### config.mk
export PLATFORM = sky130hd
export DESIGN_NAME = bor_requester_flat
export DESIGN_NICKNAME = d
export VERILOG_FILES = /design/src/bor_pkg.sv /design/src/bor_link_if.sv /design/src/bor_requester.sv /design/src/flat_wrapper.sv
export SDC_FILE = /design/constraint.sdc
export NUM_CORES = 1
export LEC_CHECK = 0
export BUFFER_PORTS_ARGS = -buffer_cell sky130_fd_sc_hd__buf_2
export CORE_MARGIN = 2
export CORE_UTILIZATION = 55
export DETAILED_ROUTE_END_ITERATION = 10
export GPL_TIMING_DRIVEN = 0
export PLACE_DENSITY_LB_ADDON = 0.12
export SETUP_SLACK_MARGIN = 0.05
export SLEW_MARGIN = 10
export SYNTH_ARGS = -nofsm -noshare
export SYNTH_HDL_FRONTEND = slang
export SYNTH_SLANG_ARGS = --single-unit
### constraint.sdc
create_clock -name sys_clk_in -period 4.91 [get_ports sys_clk_in]
set_clock_uncertainty 0.1 [all_clocks]
set_input_delay 0.491 -clock sys_clk_in [delete_from_list [all_inputs] [get_ports sys_clk_in]]
set_output_delay 0.491 -clock sys_clk_in [all_outputs]
set_load 0.01 [all_outputs]
### src/bor_pkg.sv
// package for the bus ownership requester and its arbiter-side partner
// assumes one bus clock shared by both ends
package bor_pkg;
  // ****************************************
  // widths and levels
  // ****************************************
  localparam int          BOR_ADDR_W   = 32;
  localparam int          BOR_LINE_N   = 4;
  localparam logic        BOR_ASSERT   = 1'h0;
  localparam logic        BOR_NEGATE   = 1'h1;
  localparam logic [31:0] BOR_ADDR_ANY = 32'h0000_0000;
  localparam logic [1:0]  BOR_BEAT_ONE = 2'h1;

  // ****************************************
  // device ownership states
  // ****************************************
  typedef enum logic [2:0] {
    BOR_IDLE,      // bus not owned, sampling occupancy
    BOR_IMPLICIT,  // granted idle bus, nothing to do
    BOR_CYCLE,     // explicit owner, transfer in flight
    BOR_HOLD,      // explicit owner between cycles
    BOR_RELEASE    // driving inactive levels before letting go
  } bor_state_type;
endpackage : bor_pkg

### src/bor_link_if.sv
// interface joining the device end and the arbiter end
// assumes the bench resolves shared wires from the enables
interface bor_link_if;
  logic ownership_request_n;
  logic ownership_grant_n;
  logic bus_occupied_n_o;
  logic bus_occupied_n_oe;
  logic bus_occupied_n;      // resolved level, driven by bench
  logic transfer_active_n_o;
  logic transfer_active_n_oe;
  logic transfer_start_n;
  logic addr_oe;
  logic [31:0] addr;
  logic atomic_hold_n;
  logic atomic_final_n;
  logic transfer_ack_n;
  logic transfer_error_n;

  modport device (
    output ownership_request_n, bus_occupied_n_o, bus_occupied_n_oe,
    output transfer_active_n_o, transfer_active_n_oe, transfer_start_n,
    output addr_oe, addr, atomic_hold_n, atomic_final_n,
    input  ownership_grant_n, bus_occupied_n, transfer_ack_n,
    input  transfer_error_n
  );
  modport arbiter (
    input  ownership_request_n, bus_occupied_n, atomic_hold_n,
    input  atomic_final_n,
    output ownership_grant_n
  );
endinterface : bor_link_if

### src/bor_requester.sv
// device end: requests, takes, holds and gives up the shared bus
// assumes an external arbiter on the link and one bus clock
// Functional notes
// RULE1 - one owner; external arbiter decides grants
// RULE2 - everything changes on rising clock edges
// RULE3 - one dead clock between successive owners
// RULE4 - request while pending until cycle starts
// RULE5 - after start keep request only if more
// RULE6 - granted already: request with transfer start
// RULE7 - request is always actively driven
// RULE8 - grant lost mid-cycle: finish then release
// RULE9 - four-beat inhibited line is one cycle
// RULE10 - locked read and write may be split
// RULE11 - arbiter may hold grant during lock
// RULE12 - mark final write of locked sequence
// RULE13 - wait for occupancy negated, then take bus
// RULE14 - hold occupancy while granted; release on loss
// RULE15 - drive inactive before tri-stating outputs
// RULE16 - other master negates before tri-stating
// RULE17 - retry with grant lost: release, re-request
// RULE18 - granted idle bus: implicit ownership
// RULE19 - implicit owner releases on occupancy or loss
// RULE20 - request during implicit: start all at once
// RULE21 - single-master system may tie grant on
// RULE22 - ack plus error with no grant: retry
// RULE23 - tri-state outputs are value plus enable
module bor_requester
  import bor_pkg::*;
#(
  parameter int LINE_N = BOR_LINE_N
)
(
  // clock and reset
  input  wire logic                  sys_clk_in,
  input  wire logic                  rst_b_in,
  // internal access request
  input  wire logic                  access_valid_in,
  input  wire logic [BOR_ADDR_W-1:0] access_addr_in,
  input  wire logic                  access_line_in,
  input  wire logic                  access_locked_in,
  input  wire logic                  access_lock_last_in,
  input  wire logic                  access_more_in,
  // access status
  output logic                       access_taken_out,
  output logic                       access_done_out,
  output logic                       owner_out,
  // link
  bor_link_if.device                 link
);
  // ****************************************
  // state
  // ****************************************
  typedef struct packed {
    bor_state_type         state;
    logic                  grant_s1;
    logic                  grant_s2;
    logic                  occ_s1;
    logic                  occ_s2;
    logic                  ack_s1;
    logic                  ack_s2;
    logic                  err_s1;
    logic                  err_s2;
    logic [1:0]            beats;
    logic                  line;
    logic                  lock_last;
    logic                  more;
    logic                  retry_pend;
    logic                  req_n;
    logic                  occ_n;
    logic                  occ_oe;
    logic                  act_n;
    logic                  act_oe;
    logic                  start_n;
    logic                  addr_oe;
    logic [BOR_ADDR_W-1:0] addr;
    logic                  hold_n;
    logic                  final_n;
    logic                  taken;
    logic                  done;
  } bor_dev_type;

  bor_dev_type st_reg;
  bor_dev_type st_next;

  logic granted;
  logic bus_idle;
  logic want;
  logic ended;
  logic retry;

  // ****************************************
  // next state
  // ****************************************
  always_comb begin
    st_next          = st_reg;
    // pins pass two flops before use   see RULE2
    st_next.grant_s1 = link.ownership_grant_n;
    st_next.grant_s2 = st_reg.grant_s1;
    st_next.occ_s1   = link.bus_occupied_n;
    st_next.occ_s2   = st_reg.occ_s1;
    st_next.ack_s1   = link.transfer_ack_n;
    st_next.ack_s2   = st_reg.ack_s1;
    st_next.err_s1   = link.transfer_error_n;
    st_next.err_s2   = st_reg.err_s1;
    granted  = st_reg.grant_s2 == BOR_ASSERT;
    bus_idle = st_reg.occ_s2 == BOR_NEGATE;  // see RULE16
    // valid still stands in the cycle after taken
    want     = (access_valid_in && !st_reg.taken) || st_reg.retry_pend;
    ended    = st_reg.ack_s2 == BOR_ASSERT;
    retry    = ended && st_reg.err_s2 == BOR_ASSERT;
    st_next.taken   = 1'b0;
    st_next.done    = 1'b0;
    st_next.start_n = BOR_NEGATE;
    // request follows pending work, always driven   see RULE4 RULE7
    st_next.req_n   = want ? BOR_ASSERT : BOR_NEGATE;

    unique case (st_reg.state)
      BOR_IDLE: begin
        if (granted && bus_idle) begin
          if (want) begin
            // prior owner gone; take bus and start   see RULE13 RULE3
            st_next.state = BOR_CYCLE;
          end else begin
            // idle bus parked here   see RULE18
            st_next.state   = BOR_IMPLICIT;
            st_next.addr_oe = 1'b1;
            st_next.addr    = BOR_ADDR_ANY;
          end
        end
      end
      BOR_IMPLICIT: begin
        if (!granted || !bus_idle) begin
          st_next.state   = BOR_IDLE;  // see RULE19
          st_next.addr_oe = 1'b0;
        end else if (want) begin
          st_next.state = BOR_CYCLE;   // see RULE20
        end
      end
      BOR_CYCLE: begin
        // keep asking only while more work waits   see RULE5
        st_next.req_n = (want || st_reg.more) ? BOR_ASSERT : BOR_NEGATE;
        if (retry && !granted) begin
          // give up; the access stays pending   see RULE17
          st_next.state      = BOR_RELEASE;
          st_next.retry_pend = 1'b1;
          st_next.req_n      = BOR_ASSERT;
          st_next.occ_n      = BOR_NEGATE;
          st_next.act_n      = BOR_NEGATE;
          st_next.final_n    = BOR_NEGATE;
        end else if (retry) begin
          // same access again from hold
          st_next.state      = BOR_HOLD;
          st_next.retry_pend = 1'b1;
          st_next.req_n      = BOR_ASSERT;
          st_next.act_n      = BOR_NEGATE;
        end else if (ended && st_reg.line &&
                     st_reg.beats != 2'(LINE_N - 1)) begin
          // line beats stay together despite grant   see RULE9
          st_next.beats = st_reg.beats + BOR_BEAT_ONE;
        end else if (ended) begin
          st_next.done       = 1'b1;
          st_next.retry_pend = 1'b0;
          st_next.act_n      = BOR_NEGATE;
          st_next.final_n    = BOR_NEGATE;
          // lock hint stays up until the final write ends
          if (st_reg.lock_last) begin
            st_next.hold_n = BOR_NEGATE;
          end
          // finish first, then yield if grant gone   see RULE8 RULE10
          if (!granted) begin
            st_next.state = BOR_RELEASE;
            st_next.occ_n = BOR_NEGATE;  // see RULE14 RULE15
          end else begin
            st_next.state = BOR_HOLD;
          end
        end
      end
      BOR_HOLD: begin
        if (!granted) begin
          st_next.state = BOR_RELEASE;
          st_next.occ_n = BOR_NEGATE;    // see RULE14 RULE15
        end else if (want) begin
          st_next.state = BOR_CYCLE;     // see RULE5
        end
      end
      BOR_RELEASE: begin
        // enables drop one clock after inactive drive   see RULE23
        st_next.state   = BOR_IDLE;
        st_next.occ_oe  = 1'b0;
        st_next.act_oe  = 1'b0;
        st_next.addr_oe = 1'b0;
      end
    endcase

    // common entry to a bus cycle   see RULE6 RULE20
    if (st_next.state == BOR_CYCLE && st_reg.state != BOR_CYCLE) begin
      st_next.start_n   = BOR_ASSERT;
      st_next.req_n     = BOR_ASSERT;  // see RULE6
      st_next.occ_n     = BOR_ASSERT;
      st_next.occ_oe    = 1'b1;
      st_next.act_n     = BOR_ASSERT;
      st_next.act_oe    = 1'b1;
      st_next.addr_oe   = 1'b1;
      st_next.beats     = '0;
      // a retried access keeps its own address and attributes
      if (!st_reg.retry_pend) begin
        st_next.addr      = access_addr_in;
        st_next.line      = access_line_in;
        st_next.lock_last = access_lock_last_in;
        st_next.more      = access_more_in;
        st_next.taken     = 1'b1;
        st_next.hold_n    = access_locked_in ? BOR_ASSERT : BOR_NEGATE;
      end
      // final write of a locked sequence, kept on retry   see RULE12
      st_next.final_n   = st_next.lock_last ? BOR_ASSERT : BOR_NEGATE;
      st_next.retry_pend = 1'b0;
    end
  end

  // ****************************************
  // registers
  // ****************************************
  always_ff @(posedge sys_clk_in) begin  // see RULE2
    if (!rst_b_in) begin
      st_reg         <= '0;
      st_reg.state   <= BOR_IDLE;
      st_reg.grant_s1 <= BOR_NEGATE;
      st_reg.grant_s2 <= BOR_NEGATE;
      st_reg.occ_s1  <= BOR_NEGATE;
      st_reg.occ_s2  <= BOR_NEGATE;
      st_reg.ack_s1  <= BOR_NEGATE;
      st_reg.ack_s2  <= BOR_NEGATE;
      st_reg.err_s1  <= BOR_NEGATE;
      st_reg.err_s2  <= BOR_NEGATE;
      st_reg.req_n   <= BOR_NEGATE;
      st_reg.occ_n   <= BOR_NEGATE;
      st_reg.act_n   <= BOR_NEGATE;
      st_reg.start_n <= BOR_NEGATE;
      st_reg.hold_n  <= BOR_NEGATE;
      st_reg.final_n <= BOR_NEGATE;
    end else begin
      st_reg <= st_next;
    end
  end

  // ****************************************
  // outputs, all from flops
  // ****************************************
  assign link.ownership_request_n  = st_reg.req_n;
  assign link.bus_occupied_n_o     = st_reg.occ_n;
  assign link.bus_occupied_n_oe    = st_reg.occ_oe;
  assign link.transfer_active_n_o  = st_reg.act_n;
  assign link.transfer_active_n_oe = st_reg.act_oe;
  assign link.transfer_start_n     = st_reg.start_n;
  assign link.addr_oe              = st_reg.addr_oe;
  assign link.addr                 = st_reg.addr;
  assign link.atomic_hold_n        = st_reg.hold_n;
  assign link.atomic_final_n       = st_reg.final_n;
  assign access_taken_out          = st_reg.taken;
  assign access_done_out           = st_reg.done;
  assign owner_out                 = st_reg.occ_oe;
endmodule // bor_requester

### src/flat_wrapper.sv
// flat-port wrapper written by rule: the top's interface ports become plain ports
module bor_requester_flat import bor_pkg::*;
#(
  parameter int LINE_N = BOR_LINE_N
)
  (sys_clk_in, rst_b_in, access_valid_in, access_addr_in, access_line_in, access_locked_in, access_lock_last_in, access_more_in, access_taken_out, access_done_out, owner_out, link_ownership_request_n, link_bus_occupied_n_o, link_bus_occupied_n_oe, link_transfer_active_n_o, link_transfer_active_n_oe, link_transfer_start_n, link_addr_oe, link_addr, link_atomic_hold_n, link_atomic_final_n, link_ownership_grant_n, link_bus_occupied_n, link_transfer_ack_n, link_transfer_error_n);
  bor_link_if link_i ();
  input  wire logic sys_clk_in;
  input  wire logic rst_b_in;
  input  wire logic access_valid_in;
  input  wire logic [BOR_ADDR_W-1:0] access_addr_in;
  input  wire logic access_line_in;
  input  wire logic access_locked_in;
  input  wire logic access_lock_last_in;
  input  wire logic access_more_in;
  output logic access_taken_out;
  output logic access_done_out;
  output logic owner_out;
  output wire logic [$bits(link_i.ownership_request_n)-1:0] link_ownership_request_n;
  output wire logic [$bits(link_i.bus_occupied_n_o)-1:0] link_bus_occupied_n_o;
  output wire logic [$bits(link_i.bus_occupied_n_oe)-1:0] link_bus_occupied_n_oe;
  output wire logic [$bits(link_i.transfer_active_n_o)-1:0] link_transfer_active_n_o;
  output wire logic [$bits(link_i.transfer_active_n_oe)-1:0] link_transfer_active_n_oe;
  output wire logic [$bits(link_i.transfer_start_n)-1:0] link_transfer_start_n;
  output wire logic [$bits(link_i.addr_oe)-1:0] link_addr_oe;
  output wire logic [$bits(link_i.addr)-1:0] link_addr;
  output wire logic [$bits(link_i.atomic_hold_n)-1:0] link_atomic_hold_n;
  output wire logic [$bits(link_i.atomic_final_n)-1:0] link_atomic_final_n;
  input wire logic [$bits(link_i.ownership_grant_n)-1:0] link_ownership_grant_n;
  input wire logic [$bits(link_i.bus_occupied_n)-1:0] link_bus_occupied_n;
  input wire logic [$bits(link_i.transfer_ack_n)-1:0] link_transfer_ack_n;
  input wire logic [$bits(link_i.transfer_error_n)-1:0] link_transfer_error_n;
  assign link_ownership_request_n = link_i.ownership_request_n;
  assign link_bus_occupied_n_o = link_i.bus_occupied_n_o;
  assign link_bus_occupied_n_oe = link_i.bus_occupied_n_oe;
  assign link_transfer_active_n_o = link_i.transfer_active_n_o;
  assign link_transfer_active_n_oe = link_i.transfer_active_n_oe;
  assign link_transfer_start_n = link_i.transfer_start_n;
  assign link_addr_oe = link_i.addr_oe;
  assign link_addr = link_i.addr;
  assign link_atomic_hold_n = link_i.atomic_hold_n;
  assign link_atomic_final_n = link_i.atomic_final_n;
  assign link_i.ownership_grant_n = link_ownership_grant_n;
  assign link_i.bus_occupied_n = link_bus_occupied_n;
  assign link_i.transfer_ack_n = link_transfer_ack_n;
  assign link_i.transfer_error_n = link_transfer_error_n;
  bor_requester #(.LINE_N(LINE_N)) u_core (.sys_clk_in(sys_clk_in), .rst_b_in(rst_b_in), .access_valid_in(access_valid_in), .access_addr_in(access_addr_in), .access_line_in(access_line_in), .access_locked_in(access_locked_in), .access_lock_last_in(access_lock_last_in), .access_more_in(access_more_in), .access_taken_out(access_taken_out), .access_done_out(access_done_out), .owner_out(owner_out), .link(link_i));
endmodule
Word-level counts from Yosys, hierarchy flattened --
Index checks and enable logic that the tools add are counted.
Word-level totals: register bits after elaboration 60, output and inout bits 44, memory bits (read-only) 0, memories 0, input bits 43, logic and storage cells 132, latch bits 0, memory bits (writable) 0
Operators by class: divide/modulo/power cells 0, bitwise logic cells 7, muxes and demuxes 50, equality and inequality tests 21, add/subtract/negate cells 1, reduce and logical (&&, ||, !) cells 27, magnitude comparators 0, multiply operators 0, shifts and indexed selects 0
Operators by type and width (count):
- $mux 33 | 3
- $mux 42 | 1
- $mux 3 | 12
- $mux 32 | 1
- $mux 1 | 25
- $reduce_and 4->1 | 4
- $pmux 3 s5 | 1
- $ne 3x3->1 const B | 4
- $ne 4x4->1 const B | 3
- $mux 2 | 5
- $eq 3x2->1 const B | 3
- $ne 3x1->1 const B | 3
- $logic_and 1x1->1 | 7
- $not 1->1 | 7
- $ne 3x2->1 const B | 2
- $reduce_and 3->1 | 2
- $reduce_or 5->1 | 1
- $ne 2x2->1 const B | 2
- $ne 4x2->1 const B | 1
- $ne 4x3->1 const B | 1
- $reduce_and 2->1 | 2
- $reduce_bool 2->1 | 2
- $reduce_bool 4->1 | 1
- $eq 3x1->1 const B | 1
- other kinds (9) | 12

Logic depth before layout (Yosys ltp) --
word-level depth 12, gate-level depth with buffers 8, mapped depth without buffers 6

Worst setup path after synthesis --
No wires, ideal clock.
path type in2reg, from input access_valid_in, to register u_core.st_reg (netlist bit u_core.link.atomic_hold_n), slack 2.853 ns, stages on the path 6, library setup time 0.121 ns, required time 4.689 ns, arrival 1.836 ns, cells stage by stage nor2b_1 > nor2_1 > o32ai_1 > nand3_2 > buf_6 > mux2_4
Between the ends: longest elaborated chain between the ends 8, elaborated cells on any way between the ends 11
RTL lines:
- from (decl) | RTL line flat_wrapper.sv:10 | input wire logic access_valid_in;
- $logic_and 1x1->1 (*) | RTL line bor_requester.sv:108 | want = (access_valid_in && !st_reg.taken) || st_reg.retry_pend;
- $logic_or 1x1->1 (*) | RTL line bor_requester.sv:108
- $mux 3 / $mux 2 (equally long branches) | RTL line bor_requester.sv:135, bor_requester.sv:182, bor_requester.sv:120
- $mux 3, on equally long branches | RTL line bor_requester.sv:179, bor_requester.sv:119, bor_requester.sv:132
- $pmux 3 s5 (*) | RTL line bor_requester.sv:117 | unique case (st_reg.state)
- $eq 3x2->1 (*) | RTL line bor_requester.sv:196 | if (st_next.state == BOR_CYCLE && st_reg.state != BOR_CYCLE) begin
- $logic_and 1x1->1 (*) | RTL line bor_requester.sv:196
- $mux 42 (*) | RTL line bor_requester.sv:196
- to (signal assigned) | RTL line bor_requester.sv:242 | st_reg <= st_next;
- to (decl) | RTL line bor_requester.sv:82 | bor_dev_type st_reg;
Mark *: on every way between the ends. The rest lies on a longest branch, timed or not. A chain may end at the register's enable or synchronous reset.

Worst setup path after layout --
from register u_core.st_reg[59] (netlist name), to register u_core.st_reg (netlist bit u_core.link.atomic_hold_n)
Between the ends: longest elaborated chain between the ends 8, elaborated cells on any way between the ends 20
RTL lines:
- $mux 3 | RTL line bor_requester.sv:160 | end else if (ended) begin
- $mux 3 | RTL line bor_requester.sv:156 | end else if (ended && st_reg.line &&
- $mux 3 | RTL line bor_requester.sv:150 | end else if (retry) begin
- $mux 3 | RTL line bor_requester.sv:142 | if (retry && !granted) begin
- $pmux 3 s5 | RTL line bor_requester.sv:117
- $eq 3x2->1 | RTL line bor_requester.sv:196
- $logic_and 1x1->1 | RTL line bor_requester.sv:196
- $mux 42 (*) | RTL line bor_requester.sv:196
Mark *: on every way between the ends. The rest lies on a longest branch, timed or not. The select of a mux whose other input is x is not followed.

==> results by group <==
GRT
  – Global-route wire length before repair: 9.10 mm
  – Initial antenna violation count: 0
  – Maximum number of pins on one net before global-route repair: 12
  – Remaining Overflow, GRT: 0
  – Via count of the first global-routing pass: 2047
  – Global Route Usage Sum: 0.218

Clocking
  – Clk root buf: sky130_fd_sc_hd__clkbuf_8
  – H-tree Lvls: 3
  – Register clock-pin slew on the reported worst setup and hold paths: 70 ps
  – Number of buffers inserted to repair setup after CTS: 0
  – Clock latency of the later-clocked register in the worst-skew pair: 340 ps
  – Clock tree from TritonCTS: built
  – Buffer levels on the longest clock path: 2
  – TritonCTS buffer count: 9
  – CTS Hold Bufs: 0
  – Number of sinks handled by clock tree synthesis: 59
  – Post-CTS sizing: 0

Detailed routing
  – Iter 0 DRT Violations: 104
  – Final WL: 5.81 mm
  – Met3 WL: 392 µm
  – Vias per Instance: 4.76
  – Mean routed wirelength per cell: 12.3 µm
  – Vias: 2258
  – Highest metal layer with signal wires: met4
  – Remaining DRCs: 0
  – Pre-antenna DRT Iters: 4
  – Detail Route Antenna Nets: 0
  – Total length of routed met2 wires: 2.67 mm
  – Detailed-route wire length on metal 1: 2.63 mm

Cells and area
  – Final-stage net count: 446
  – Layout Area Growth over Synthesis: 27.5%
  – Leading cell type in the layout, fill and taps excluded: sky130_fd_sc_hd__buf_2
  – Total of fill cells in the finished design: 385
  – Final antenna diode count: 0
  – Highest-count cells in the layout ignoring fill and taps: 87 x sky130_fd_sc_hd__buf_2, 76 x sky130_fd_sc_hd__nand2_1, 59 x sky130_fd_sc_hd__dfxtp_1
  – Fraction of layout instances using a drive strength above 1: 0.388
  – Largest register FFs: 32

Power and ir drop
  – Final Total Pwr: 1.19 mW
  – Peak ir drop on the vdd network: 267 µV
  – LEAKAGE: 1.86 nW
  – Ratio of total power to cell area: 336 nW/µm²

Placement
  – Total half-perimeter wirelength after legalization and detailed placement: 4.13 mm
  – Number of input and output port buffers inserted: 86
  – Final RePlAce weighted congestion: 0.841

Setup path
  – CP max stage cell: sky130_fd_sc_hd__o32ai_1
  – Critical-path maximum fanout: 10
  – Ordered list of cells on the worst path: buf_4 -> inv_2 -> a22oi_1 -> o32ai_1 -> nand3_2 -> buf_6 -> mux2_4
  – Element type at the critical path start: flip-flop
  – Endpoint kind of the worst setup timing path: flip-flop
  – Start of the worst register-to-register path: u_core.st_reg[59]$_SDFF_PN0_
  – Worst endpoint required time: 5040 ps
  – Worst reg2reg setup slack: 2750 ps
  – Worst Path Arrival: 2290 ps
  – Crit path kind: flip-flop to flip-flop
  – Capture instance of the worst register-to-register path: u_core.link.atomic_hold_n$_SDFF_PN1_
  – Register-to-Register Path Depth: 7
  – Largest incremental delay on the critical path: 610 ps

Outcome
  – Status: completed

Floorplanning
  – Vertical extent of the die: 75.1 µm
  – Starting utilization of the core area: 0.581
  – Number of I/O pins: 87
  – Number of placement rows: 25
  – Full die area: 5640 µm²
  – Die extent in x: 75.1 µm
  – Core area: 4790 µm²

STA
  – Unrepaired setup endpoints after global routing: no
  – Fmax: 0.462 GHz
  – Worst Tran Pin Value: 715 ps
  – Count of endpoints failing hold in the final timing report: 0
  – Normalized max-slew margin: 0.522
  – Accumulated negative setup slack: 0 ps
  – Minimum clock period after layout: 2160 ps
  – Final count of negative-setup-slack endpoints: 0
  – Final cycle utilization of the critical path: 0.440
  – Final-report max-slew violation count: 0

Run
  – MaxCap Viol Count: 0

Yosys
  – Post-synthesis instance area: 2780 µm²
  – Number of instances in the synthesized netlist: 305
  – Flop and latch count out of synthesis: 59
  – Average footprint of a synthesized cell: 9.12 µm²
  – Share of the yosys chip area belonging to registers: 0.425
  – Synthesized netlist net count: 349
  – Distinct cell type count of the synthesized netlist: 46
  – Synth warnings: 0

Hold path
  – HP Start: link_ownership_grant_n
  – Capture endpoint of the worst hold path: u_core.st_next[55]$_SDFF_PN1_
  – Hold path depth: 2
  – Class of the tightest hold or removal check: input port to flip-flop
cell families (layout without fill, tap and decap cells):
family	Yosys count	after routing	synth area share
AOI/OAI and AO/OA	26	26	0.0706
xor gates and xnor gates	2	2	0.00630
adders and majority gates	1	1	0.00450
buffers and inverters	54	156	0.143
DFF	59	59	0.425
muxes	39	39	0.143
and+or+nand+nor	124	124	0.207
critical path: cells and delay by family (launching register included):
kind	cells	cell delay [ps]
buffers and inverters	3	480
multiplexers	1	300
flip-flops	1	300
AND/OR/NAND/NOR	1	140
AO/OA/AOI/OAI	2	720
worst max path at each step:
stage	slack [ps]	to	start
6_report	2750	u_core.link.atomic_hold_n$_SDFF_PN1_	u_core.st_reg[59]$_SDFF_PN0_
5_1_grt	2600	u_core.link.addr[5]$_SDFF_PN0_	u_core.access_taken_out$_SDFF_PN0_
4_1_cts	2780	u_core.link.atomic_hold_n$_SDFF_PN1_	u_core.st_reg[59]$_SDFF_PN0_
3_5_place_dp	2550	u_core.link.atomic_hold_n$_SDFF_PN1_	access_valid_in
3_3_place_gp	2550	u_core.link.atomic_hold_n$_SDFF_PN1_	access_valid_in
2_1_floorplan	2850	u_core.link.atomic_hold_n$_SDFF_PN1_	access_valid_in
synthesized netlist by cell type (all sizes together):
cell type / count / share of area
nand2: 76 / 0.10
nand3: 3 / 0.0072
nor4b: 1 / 0.0085
o21bai: 1 / 0.0027
and2: 2 / 0.0054
o31ai: 1 / 0.0027
dfxtp: 59 / 0.42
nor2: 15 / 0.020
nor3: 7 / 0.013
a21boi: 1 / 0.0027
nand2b: 9 / 0.020
nand3b: 2 / 0.0054
a22oi: 1 / 0.0027
or2b: 2 / 0.0072
ha: 1 / 0.0045
buf: 41 / 0.13
mux2i: 36 / 0.13
a211oi: 1 / 0.0027
mux2: 3 / 0.013
a41oi: 2 / 0.0063
nand4: 2 / 0.0045
inv: 3 / 0.0040
o21a: 1 / 0.0027
o31a: 1 / 0.0031
and3: 1 / 0.0027
o32ai: 1 / 0.0031
or3: 1 / 0.0023
nor2b: 2 / 0.0054
xnor2: 2 / 0.0063
clkbuf: 10 / 0.013
a2111oi: 1 / 0.0099
o21ai: 9 / 0.018
and3b: 1 / 0.0031
o41a: 1 / 0.0040
a21oi: 4 / 0.0072
a21o: 1 / 0.0031
cell type report:
class | count | area (µm²) | area share
multi-input combinational | 192 | 1200 | 0.339
sequential | 59 | 1180 | 0.333
timing repair buffer | 86 | 430 | 0.121
buffer | 51 | 388 | 0.109
clock buffer | 10 | 138 | 0.0388
clock inverter | 6 | 113 | 0.0318
tap | 67 | 83.8 | 0.0236
inverter | 3 | 11.3 | 0.00318
per-stage QoR:
| step | hold WS, ps | utilization | setup WS, ps | instances | cell area, µm² |
|---|---|---|---|---|---|
| 5_1_grt | 221 | 0.741 | 2600 | 474 | 3550 |
| 3_3_place_gp | 289 | 0.689 | 2550 | 458 | 3300 |
| 2_1_floorplan | 286 | - | 2850 | 305 | 2780 |
| 3_5_place_dp | 297 | 0.689 | 2550 | 458 | 3300 |
| 4_1_cts | 216 | 0.741 | 2780 | 474 | 3550 |
| 6_report | 228 | 0.741 | 2750 | 474 | 3550 |
per-layer routing:
layer | global-route usage | up-vias
li1 | - | 1170
met1 | 0.273 | 1004
met2 | 0.347 | 73
met3 | 0.0535 | 11
met4 | 0.117 | 0
met5 | 0 | -
where the power goes:
part	leakage [nW]	total [mW]	internal (mW)	switching, mW
Sequential	0.480	0.509	0.498	0.0111
Clock	0.115	0.551	0.351	0.200
Combinational	1.26	0.132	0.0684	0.0636
Total	1.86	1.19	0.916	0.275
Power figures use the tool's default switching activity.
